### config.mk
export PLATFORM = sky130hd
export DESIGN_NAME = power_switch_protection_ctrl
export DESIGN_NICKNAME = d
export VERILOG_FILES = /design/src/rtl/power_switch_pkg.sv /design/src/rtl/power_switch_protection_ctrl.sv
export SDC_FILE = /design/constraint.sdc
export NUM_CORES = 1
export LEC_CHECK = 0
export ABC_AREA = 1
export BUFFER_PORTS_ARGS = -buffer_cell sky130_fd_sc_hd__buf_2
export CAP_MARGIN = 20
export CORE_ASPECT_RATIO = 0.8
export CORE_MARGIN = 2
export CORE_UTILIZATION = 30
export CTS_CLUSTER_SIZE = 12
export DETAILED_ROUTE_END_ITERATION = 16
export PLACE_DENSITY = 0.56
export SYNTH_ARGS = -nofsm -noshare
export SYNTH_HDL_FRONTEND = slang
export SYNTH_SLANG_ARGS = --single-unit
### constraint.sdc
create_clock -name clk -period 1.6 [get_ports clk]
set_input_delay 0.32 -clock clk [delete_from_list [all_inputs] [get_ports clk]]
set_output_delay 0.32 -clock clk [all_outputs]
set_load 0.05 [all_outputs]
### src/rtl/power_switch_pkg.sv
// constants, types and event layout for the power switch controller
package power_switch_pkg;

    // ---------------------------------------------------------------
    // timing
    // ---------------------------------------------------------------
    localparam int CLK_HZ         = 50_000_000;
    localparam int DEBOUNCE_MS    = 15;
    localparam int DEGLITCH_US    = 3700;
    localparam int SOFT_START_US  = 1000;
    localparam int DEBOUNCE_CYC   = (DEBOUNCE_MS * (CLK_HZ / 1000));
    localparam int DEGLITCH_CYC   = (DEGLITCH_US * (CLK_HZ / 1_000_000));
    localparam int SOFT_START_CYC = (SOFT_START_US * (CLK_HZ / 1_000_000));
    localparam int TIMER_W        = 20;

    // ---------------------------------------------------------------
    // register map (byte addresses)
    // ---------------------------------------------------------------
    localparam int         ADDR_W      = 4;
    localparam logic [3:0] ADDR_CTRL   = 4'h0;
    localparam logic [3:0] ADDR_STATUS = 4'h4;
    localparam logic [3:0] ADDR_MASK   = 4'h8;
    localparam logic [3:0] ADDR_STATE  = 4'hc;

    localparam logic [1:0] RESP_OKAY   = 2'h0;
    localparam logic [1:0] RESP_SLVERR = 2'h2;

    // event bits, shared by status and mask
    localparam int EV_W      = 5;
    localparam int EV_UV     = 0;
    localparam int EV_OV     = 1;
    localparam int EV_OT     = 2;
    localparam int EV_RCP    = 3;
    localparam int EV_PGOOD  = 4;
    localparam logic [EV_W-1:0] MASK_RESET = 5'h00;

    // control bits
    localparam int CTRL_SW_OFF = 0;

    // ---------------------------------------------------------------
    // types
    // ---------------------------------------------------------------
    typedef enum logic [1:0] {
        SW_OFF,
        SW_DEBOUNCE,
        SW_SOFT_START,
        SW_ON
    } sw_state_e;

    // comparator flags from the analog side
    typedef struct packed {
        logic underVolt;     // input rail below undervoltage_threshold
        logic overDefault;   // input rail above fixed 23 V threshold
        logic overProg;      // input rail above programmed threshold
        logic threshLow;     // threshold-setting input below 0.1 V
        logic tempHot;       // die above 140 C
        logic tempCool;      // die below 115 C
        logic revSmall;      // output_rail above input by 45 mV
        logic revLarge;      // output_rail above input by 120 mV
    } comp_flags_s;

endpackage

### src/rtl/power_switch_protection_ctrl.sv
// load switch sequencer with protections and an AXI4-Lite register slave
//
// Added by the designer: the register offsets and register access over AXI4-Lite.
module power_switch_protection_ctrl #(
    parameter int DEBOUNCE_CYCLES   = power_switch_pkg::DEBOUNCE_CYC,
    parameter int DEGLITCH_CYCLES   = power_switch_pkg::DEGLITCH_CYC,
    parameter int SOFT_START_CYCLES = power_switch_pkg::SOFT_START_CYC
) (
    input  wire logic                              clk,
    input  wire logic                              rst_n,
    // enable pin, active low, with its drive-presence sense
    input  wire logic                              enableN,
    input  wire logic                              enableDriven,
    // asynchronous comparator results
    input  wire power_switch_pkg::comp_flags_s     compFlags,
    // switch and status outputs
    output logic                                   switchOn,
    output logic                                   softStart,
    output logic                                   lowPower,
    output logic                                   powerGoodOut,
    output logic                                   powerGoodOe,
    output logic                                   irq,
    // AXI4-Lite slave
    input  wire logic [power_switch_pkg::ADDR_W-1:0] s_axi_awaddr,
    input  wire logic                              s_axi_awvalid,
    output logic                                   s_axi_awready,
    input  wire logic [31:0]                       s_axi_wdata,
    input  wire logic [3:0]                        s_axi_wstrb,
    input  wire logic                              s_axi_wvalid,
    output logic                                   s_axi_wready,
    output logic [1:0]                             s_axi_bresp,
    output logic                                   s_axi_bvalid,
    input  wire logic                              s_axi_bready,
    input  wire logic [power_switch_pkg::ADDR_W-1:0] s_axi_araddr,
    input  wire logic                              s_axi_arvalid,
    output logic                                   s_axi_arready,
    output logic [31:0]                            s_axi_rdata,
    output logic [1:0]                             s_axi_rresp,
    output logic                                   s_axi_rvalid,
    input  wire logic                              s_axi_rready
);

    // ---------------------------------------------------------------
    // flag synchronisers
    // ---------------------------------------------------------------
    power_switch_pkg::comp_flags_s syncMeta;
    power_switch_pkg::comp_flags_s flags;

    // two-stage capture of every comparator flag
    always_ff @(posedge clk or negedge rst_n) begin
        if (!rst_n) begin
            syncMeta <= '0;
            flags    <= '0;
        end else begin
            syncMeta <= compFlags;
            flags    <= syncMeta;
        end
    end

    // ---------------------------------------------------------------
    // enable and fault decode
    // ---------------------------------------------------------------
    logic [power_switch_pkg::TIMER_W-1:0] timer;
    logic [power_switch_pkg::TIMER_W-1:0] rcpCount;
    logic                                 overTemp;
    logic                                 swOff;
    power_switch_pkg::sw_state_e          state;
    power_switch_pkg::sw_state_e          next_state;

    wire enActive    = ~enableN | ~enableDriven;
    wire overVolt    = flags.threshLow ? flags.overDefault
                                       : flags.overProg;
    wire deglitchEnd = (rcpCount
                        == power_switch_pkg::TIMER_W'(DEGLITCH_CYCLES - 1));
    wire rcpNow      = flags.revLarge
                     | (flags.revSmall & deglitchEnd);
    // undervoltage, overvoltage and heat only count while enabled
    wire enFault     = enActive
                     & (flags.underVolt | overVolt | overTemp);
    wire allowOn     = enActive & ~swOff & ~enFault & ~rcpNow;
    wire debounceEnd = (timer == power_switch_pkg::TIMER_W'(DEBOUNCE_CYCLES - 1));
    wire softEnd     = (timer == power_switch_pkg::TIMER_W'(SOFT_START_CYCLES - 1));

    // overtemperature with hysteresis, dropped while disabled
    always_ff @(posedge clk or negedge rst_n) begin
        if (!rst_n) begin
            overTemp <= 1'b0;
        end else if (!enActive) begin
            overTemp <= 1'b0;
        end else if (flags.tempHot) begin
            overTemp <= 1'b1;
        end else if (flags.tempCool) begin
            overTemp <= 1'b0;
        end
    end

    // reverse deglitch counter, holds at its end while the gap persists
    always_ff @(posedge clk or negedge rst_n) begin
        if (!rst_n) begin
            rcpCount <= '0;
        end else if (!flags.revSmall) begin
            rcpCount <= '0;
        end else if (!deglitchEnd) begin
            rcpCount <= rcpCount + 1'b1;
        end
    end

    // ---------------------------------------------------------------
    // turn-on sequencer
    // ---------------------------------------------------------------
    always_comb begin
        next_state = state;
        unique case (state)
            power_switch_pkg::SW_OFF: begin
                if (allowOn && !flags.revSmall) begin
                    next_state = power_switch_pkg::SW_DEBOUNCE;
                end
            end
            power_switch_pkg::SW_DEBOUNCE: begin
                if (!allowOn || flags.revSmall) begin
                    next_state = power_switch_pkg::SW_OFF;
                end else if (debounceEnd) begin
                    next_state = power_switch_pkg::SW_SOFT_START;
                end
            end
            power_switch_pkg::SW_SOFT_START: begin
                if (!allowOn) begin
                    next_state = power_switch_pkg::SW_OFF;
                end else if (softEnd) begin
                    next_state = power_switch_pkg::SW_ON;
                end
            end
            power_switch_pkg::SW_ON: begin
                if (!allowOn) begin
                    next_state = power_switch_pkg::SW_OFF;
                end
            end
        endcase
    end

    wire stateChange = (next_state != state);
    wire nextConduct = (next_state == power_switch_pkg::SW_SOFT_START)
                     | (next_state == power_switch_pkg::SW_ON);

    // state, phase timer and switch drive
    always_ff @(posedge clk or negedge rst_n) begin
        if (!rst_n) begin
            state     <= power_switch_pkg::SW_OFF;
            timer     <= '0;
            switchOn  <= 1'b0;
            softStart <= 1'b0;
            lowPower  <= 1'b0;
        end else begin
            state     <= next_state;
            timer     <= stateChange ? '0 : timer + 1'b1;
            switchOn  <= nextConduct;
            softStart <= (next_state == power_switch_pkg::SW_SOFT_START);
            lowPower  <= ~enActive;
        end
    end

    // open-drain power-good: pulls low only when fully on and fault-free
    wire next_pgood = (next_state == power_switch_pkg::SW_ON);
    always_ff @(posedge clk or negedge rst_n) begin
        if (!rst_n) begin
            powerGoodOut <= 1'b0;
            powerGoodOe  <= 1'b0;
        end else begin
            powerGoodOut <= 1'b0;
            powerGoodOe  <= next_pgood;
        end
    end

    // ---------------------------------------------------------------
    // events and interrupt
    // ---------------------------------------------------------------
    logic [power_switch_pkg::EV_W-1:0] status;
    logic [power_switch_pkg::EV_W-1:0] mask;
    logic [power_switch_pkg::EV_W-1:0] prevCond;
    logic [power_switch_pkg::EV_W-1:0] statusClr;

    wire [power_switch_pkg::EV_W-1:0] cond = {
        next_pgood, rcpNow, enActive & overTemp,
        enActive & overVolt, enActive & flags.underVolt};
    wire [power_switch_pkg::EV_W-1:0] evSet = cond & ~prevCond;
    wire [power_switch_pkg::EV_W-1:0] next_status =
        (status & ~statusClr) | evSet;             // set wins over clear

    // sticky status, edge detect and masked interrupt
    always_ff @(posedge clk or negedge rst_n) begin
        if (!rst_n) begin
            prevCond <= '0;
            status   <= '0;
            irq      <= 1'b0;
        end else begin
            prevCond <= cond;
            status   <= next_status;
            irq      <= |(next_status & mask);
        end
    end

    // ---------------------------------------------------------------
    // AXI4-Lite write path
    // ---------------------------------------------------------------
    logic [power_switch_pkg::ADDR_W-1:0] awAddr;
    logic                                haveAw;
    logic [31:0]                         wData;
    logic [3:0]                          wStrb;
    logic                                haveW;

    wire awTake   = s_axi_awvalid & s_axi_awready;
    wire wTake    = s_axi_wvalid & s_axi_wready;
    wire bDone    = s_axi_bvalid & s_axi_bready;
    wire doWrite  = haveAw & haveW & ~s_axi_bvalid;
    wire wrCtrl   = doWrite & (awAddr == power_switch_pkg::ADDR_CTRL);
    wire wrMask   = doWrite & (awAddr == power_switch_pkg::ADDR_MASK);
    wire wrMapped = (awAddr == power_switch_pkg::ADDR_CTRL)
                  | (awAddr == power_switch_pkg::ADDR_MASK)
                  | (awAddr == power_switch_pkg::ADDR_STATUS)
                  | (awAddr == power_switch_pkg::ADDR_STATE);
    wire next_haveAw = (haveAw & ~doWrite) | awTake;
    wire next_haveW  = (haveW & ~doWrite) | wTake;
    wire next_bvalid = (s_axi_bvalid & ~bDone) | doWrite;

    // address and data channels latched independently
    always_ff @(posedge clk or negedge rst_n) begin
        if (!rst_n) begin
            awAddr        <= '0;
            haveAw        <= 1'b0;
            wData         <= '0;
            wStrb         <= '0;
            haveW         <= 1'b0;
            s_axi_awready <= 1'b0;
            s_axi_wready  <= 1'b0;
        end else begin
            if (awTake) begin
                awAddr <= s_axi_awaddr;
            end
            if (wTake) begin
                wData <= s_axi_wdata;
                wStrb <= s_axi_wstrb;
            end
            haveAw        <= next_haveAw;
            haveW         <= next_haveW;
            s_axi_awready <= ~next_haveAw & ~next_bvalid;
            s_axi_wready  <= ~next_haveW & ~next_bvalid;
        end
    end

    // write response and writable registers
    always_ff @(posedge clk or negedge rst_n) begin
        if (!rst_n) begin
            s_axi_bvalid <= 1'b0;
            s_axi_bresp  <= power_switch_pkg::RESP_OKAY;
            swOff        <= 1'b0;
            mask         <= power_switch_pkg::MASK_RESET;
        end else begin
            s_axi_bvalid <= next_bvalid;
            if (doWrite) begin
                s_axi_bresp <= wrMapped ? power_switch_pkg::RESP_OKAY
                                        : power_switch_pkg::RESP_SLVERR;
            end
            if (wrCtrl && wStrb[0]) begin
                swOff <= wData[power_switch_pkg::CTRL_SW_OFF];
            end
            if (wrMask && wStrb[0]) begin
                mask <= wData[power_switch_pkg::EV_W-1:0];
            end
        end
    end

    // ---------------------------------------------------------------
    // AXI4-Lite read path
    // ---------------------------------------------------------------
    wire arTake  = s_axi_arvalid & s_axi_arready;
    wire rDone   = s_axi_rvalid & s_axi_rready;
    wire rdState = (s_axi_araddr == power_switch_pkg::ADDR_STATE);
    wire rdStat  = (s_axi_araddr == power_switch_pkg::ADDR_STATUS);
    wire rdMapped = rdState | rdStat
                  | (s_axi_araddr == power_switch_pkg::ADDR_CTRL)
                  | (s_axi_araddr == power_switch_pkg::ADDR_MASK);
    // live state: fsm, faults, pins
    wire [31:0] stateWord = {22'h000000, powerGoodOe, switchOn, rcpNow,
                             overTemp, overVolt, flags.underVolt, enActive,
                             lowPower, state};
    wire [31:0] rdWord =
        (s_axi_araddr == power_switch_pkg::ADDR_CTRL) ? {31'h00000000, swOff} :
        (s_axi_araddr == power_switch_pkg::ADDR_MASK) ? {27'h0000000, mask}   :
        rdStat                                        ? {27'h0000000, status} :
        rdState                                       ? stateWord             :
                                                        32'h00000000;

    // one read at a time; status cleared by its own read
    always_ff @(posedge clk or negedge rst_n) begin
        if (!rst_n) begin
            s_axi_arready <= 1'b0;
            s_axi_rvalid  <= 1'b0;
            s_axi_rdata   <= '0;
            s_axi_rresp   <= power_switch_pkg::RESP_OKAY;
            statusClr     <= '0;
        end else begin
            statusClr <= '0;
            if (arTake) begin
                s_axi_rdata   <= rdWord;
                s_axi_rresp   <= rdMapped ? power_switch_pkg::RESP_OKAY
                                          : power_switch_pkg::RESP_SLVERR;
                s_axi_rvalid  <= 1'b1;
                s_axi_arready <= 1'b0;
                statusClr     <= rdStat ? status : '0;   // clear only what was reported
            end else if (rDone) begin
                s_axi_rvalid  <= 1'b0;
                s_axi_arready <= 1'b1;
            end else if (!s_axi_rvalid) begin
                s_axi_arready <= 1'b1;
            end
        end
    end

endmodule

==> impl_metrics.toml <==
[status]
status = "finished, violations left"
violations = "negative setup slack"

[global_route]
grt.met3_usage = 0.0294
top_usage_layer = "met2"
grt_max_degree = 34
grt_overflow = 0
grt_util_met1 = 0.179
grt_pass1_wl_mm = 19.7
grt_use_total = 0.136
grt_pass1_vias = 4139
grt_antenna_before_repair = 0
use_met2 = 0.231

[worst_setup_path]
worstPathCellList = "ha_4, nand3_4, nor2_4, nand4_4, nand3_4, nor2_4, nand2_4, nand2_4, nand2_4, nand3_4, buf_12, nor2_4"
critPathMaxFanout = 8
cp.required_ns = 1.88
crit_path_start = "rcpCount[0]"
worstPathArrival_ns = 2.04
path_class = "reg2reg"
rr_startpoint = "rcpCount[0]"
worst_path_largest_cell_delay_ns = 0.41
crit_path_top_delay_cell = "dfrtp_1"
cp-end-kind = "flip-flop"
start_kind = "flip-flop"

[timing]
timing.final.max_slew_violations = 0
skew_ns = 0.00571
grt_setup_unrepaired = "true"
fin_crit_sh = 1.10
setup_slack_ns = -0.157
fin_crit_ns = 1.76
setup_viol = 27
fin_hold_ws_ns = 0.0754
hold_violations = 0
timing.fmax_ghz = 0.569

[die]
core_um2 = 16600
die-area_um2 = 18000
io_pins = 108
chipHeight_um = 121
die_w_um = 150
rows = 42
initial_utilization = 0.307

[clock_network]
root_buffer = "clkbuf_16"
cts_buffers = 9
cts_tree = "built"
clk_latency_ns = 0.35
clock-sinks = 112
cts-htree-levels = 3
clock_path_buffers = 2
clkTransAtPathRegs_ns = 0.07

[yosys]
synth-edff-count = 0
synthArstFlopShare = 1.00
yosys.cell_types.count = 42
synth_top_flop_cell = "dfrtp_1"
syn_inst = 538
synth_area_per_cell_um2 = 9.47
syn_area_um2 = 5090
ys_ff_latch = 112
ys_warn_count = 0
ys_seq_area_frac = 0.550

[drt]
drt_wl_total_mm = 11.8
via_per_inst = 4.40
vias = 4061
drt_iter0_markers = 229
avgRoutedWirePerCell_um = 12.8
dr.pass1.iters = 5
ant_nets = 0
drc_errors = 0

[cells_and_area]
fillers = 1652
multiInputGateArea_um2 = 2250
diodes = 0
fin_cells = 923
stdcell_area_um2 = 7030
area_growth_pct = 37.9
drive_gt1_frac = 0.400
final_nets = 761
area.sequential_um2 = 2810

[place]
io_buffers = 52
place_congestion = 0.800
dpl.cell_count = 892
place_area_um2 = 6250
dp_hpwl_mm = 8.61

[job]
drv_cap = 0

[hold_path]
hold_start = "compFlags[2]"
hp-class = "in2reg"

[power_and_ir_drop]
powerDensity_nw_per_um2 = 1080
leakage_nw = 3.40
max-vdd-ir-drop_mv = 0.714
## worst max-delay path, delay by kind of cell, from the launching register on
family / cells / cell delay (ns)
simple gates: 10 / 0.92
buf+inv: 1 / 0.17
fa+ha+maj: 1 / 0.19
flops: 1 / 0.41
## worst paths after layout
| kind | endpoint | slack (ns) | cells after the start |
|---|---|---|---|
| min in group asynchronous | syncMeta[2] | 0.44 | 2 |
| worst max register to register | timer[13] | -0.16 | 12 |
| max in group asynchronous | s_axi_bvalid | 0.51 | 3 |
| worst min register to register | flags[5] | 0.35 | 0 |
| worst max-delay path | timer[13] | -0.16 | 12 |
| worst min-delay path | syncMeta[2] | 0.08 | 1 |
## routing by layer
| layer | up-vias | wire, um |
|---|---|---|
| li1 | 2012 | - |
| met3 | 12 | 443 |
| met2 | 76 | 5870 |
| met5 | - | 0 |
| met4 | 0 | 119 |
| met1 | 1961 | 5390 |
## cell usage after synthesis, types with 2 or more instances
| master | number | area, um2 |
|---|---|---|
| nand3_2 | 3 | 30.0 |
| o21ai_1 | 3 | 15.0 |
| nor3_4 | 2 | 32.5 |
| inv_2 | 13 | 48.8 |
| nor2_1 | 46 | 173 |
| a31oi_1 | 4 | 25.0 |
| nand2_4 | 3 | 33.8 |
| a21oi_1 | 22 | 110 |
| nand3_1 | 23 | 115 |
| nand2_1 | 90 | 338 |
| dfrtp_1 | 112 | 2800 |
| nor4_2 | 2 | 25.0 |
| nor3_1 | 12 | 60.1 |
| clkbuf_1 | 4 | 15.0 |
| nor4_1 | 9 | 56.3 |
| mux2_2 | 2 | 22.5 |
| o32ai_1 | 2 | 17.5 |
| a211oi_1 | 2 | 15.0 |
| ha_1 | 2 | 25.0 |
| buf_4 | 25 | 188 |
| buf_6 | 3 | 33.8 |
| nand4_1 | 11 | 68.8 |
| nand2_2 | 3 | 18.8 |
| xnor2_1 | 4 | 35.0 |
| nor2_4 | 4 | 45.0 |
| xor2_1 | 13 | 114 |
| inv_1 | 55 | 206 |
| o22ai_1 | 3 | 18.8 |
| nor2_2 | 25 | 156 |
| nor3_2 | 4 | 40.0 |
| o21ai_0 | 21 | 105 |
## cells in the final DEF (no fill, tap or decap), types with 2 or more instances in the layout
cell	count
a211oi_1	2
nand3_2	7
nor4_4	4
conb_1	25
clkinv_4	2
mux2_2	2
xor2_1	12
dfrtp_2	2
buf_4	90
buf_2	51
inv_2	18
nand4_1	11
nor3_1	10
nor2_2	20
nand3_1	15
inv_1	49
nand2_1	84
nor2_4	18
nor2_1	37
o32ai_1	2
clkbuf_16	9
nand3_4	6
dfrtp_1	110
xnor2_1	4
o21ai_1	5
buf_6	9
nor4_2	2
a21oi_1	21
nand2_4	5
nand2_2	6
nor3_4	5
nor4_1	5
nor3_2	3
inv_6	2
a31oi_1	4
o21ai_0	18
buf_12	5
## through the flow
step	setup TNS [ns]	utilization	setup slack (ns)	power [mW]
3_5_place_dp	-4.43	0.376	-0.212	5.35
3_3_place_gp	-3.28	0.376	-0.163	5.30
5_1_grt	-6.46	0.423	-0.269	8.04
2_1_floorplan	-0.640	-	-0.0631	4.73
4_1_cts	-2.72	0.405	-0.149	7.64
6_report	-3.25	0.423	-0.157	7.60
## cell type report
| cell class | instances | share of cell area |
|---|---|---|
| multi-input cells | 350 | 0.321 |
| clock buffers | 11 | 0.0346 |
| well taps | 220 | 0.0392 |
| inverters | 69 | 0.0372 |
| flip-flops and latches | 112 | 0.399 |
| clock inverters | 5 | 0.00659 |
| repair buffers | 156 | 0.163 |
## sequential cells by signal (all words and copies together), names as in the netlist, 2 cells and up
register and count:
rcpCount 20, timer 20, s_axi_rdata 10, flags 8, syncMeta 8, mask 5, statusClr 5, status 5
wData 5, awAddr 4, prevCond 4, state 2
## cell families after synthesis
kind of cell	share of synthesized area
buffers and inverters	0.0972
adder cells (fa/ha/maj)	0.00491
XOR/XNOR	0.0292
flip-flops	0.550
AO/OA/AOI/OAI	0.0685
multiplexers	0.00442
AND/OR/NAND/NOR	0.245
other	0.000736
## what timing repair did
item	CTS	global route
endpoints found under the hold margin	27	0
cloned	0	1
hold buffers	1	0
resized for setup	30	50
setup buffers	4	13
pin swaps	10	35
endpoints found under the setup margin	28	40
## power breakdown
group	leakage [nW]	switching (mW)	internal (mW)	total (mW)
logic	1.84	1.18	0.704	1.88
clock network	0.143	1.06	1.13	2.19
registers	1.42	0.290	3.25	3.54
total	3.40	2.52	5.08	7.60
Note: power is estimated with default switching activity, not from simulation.
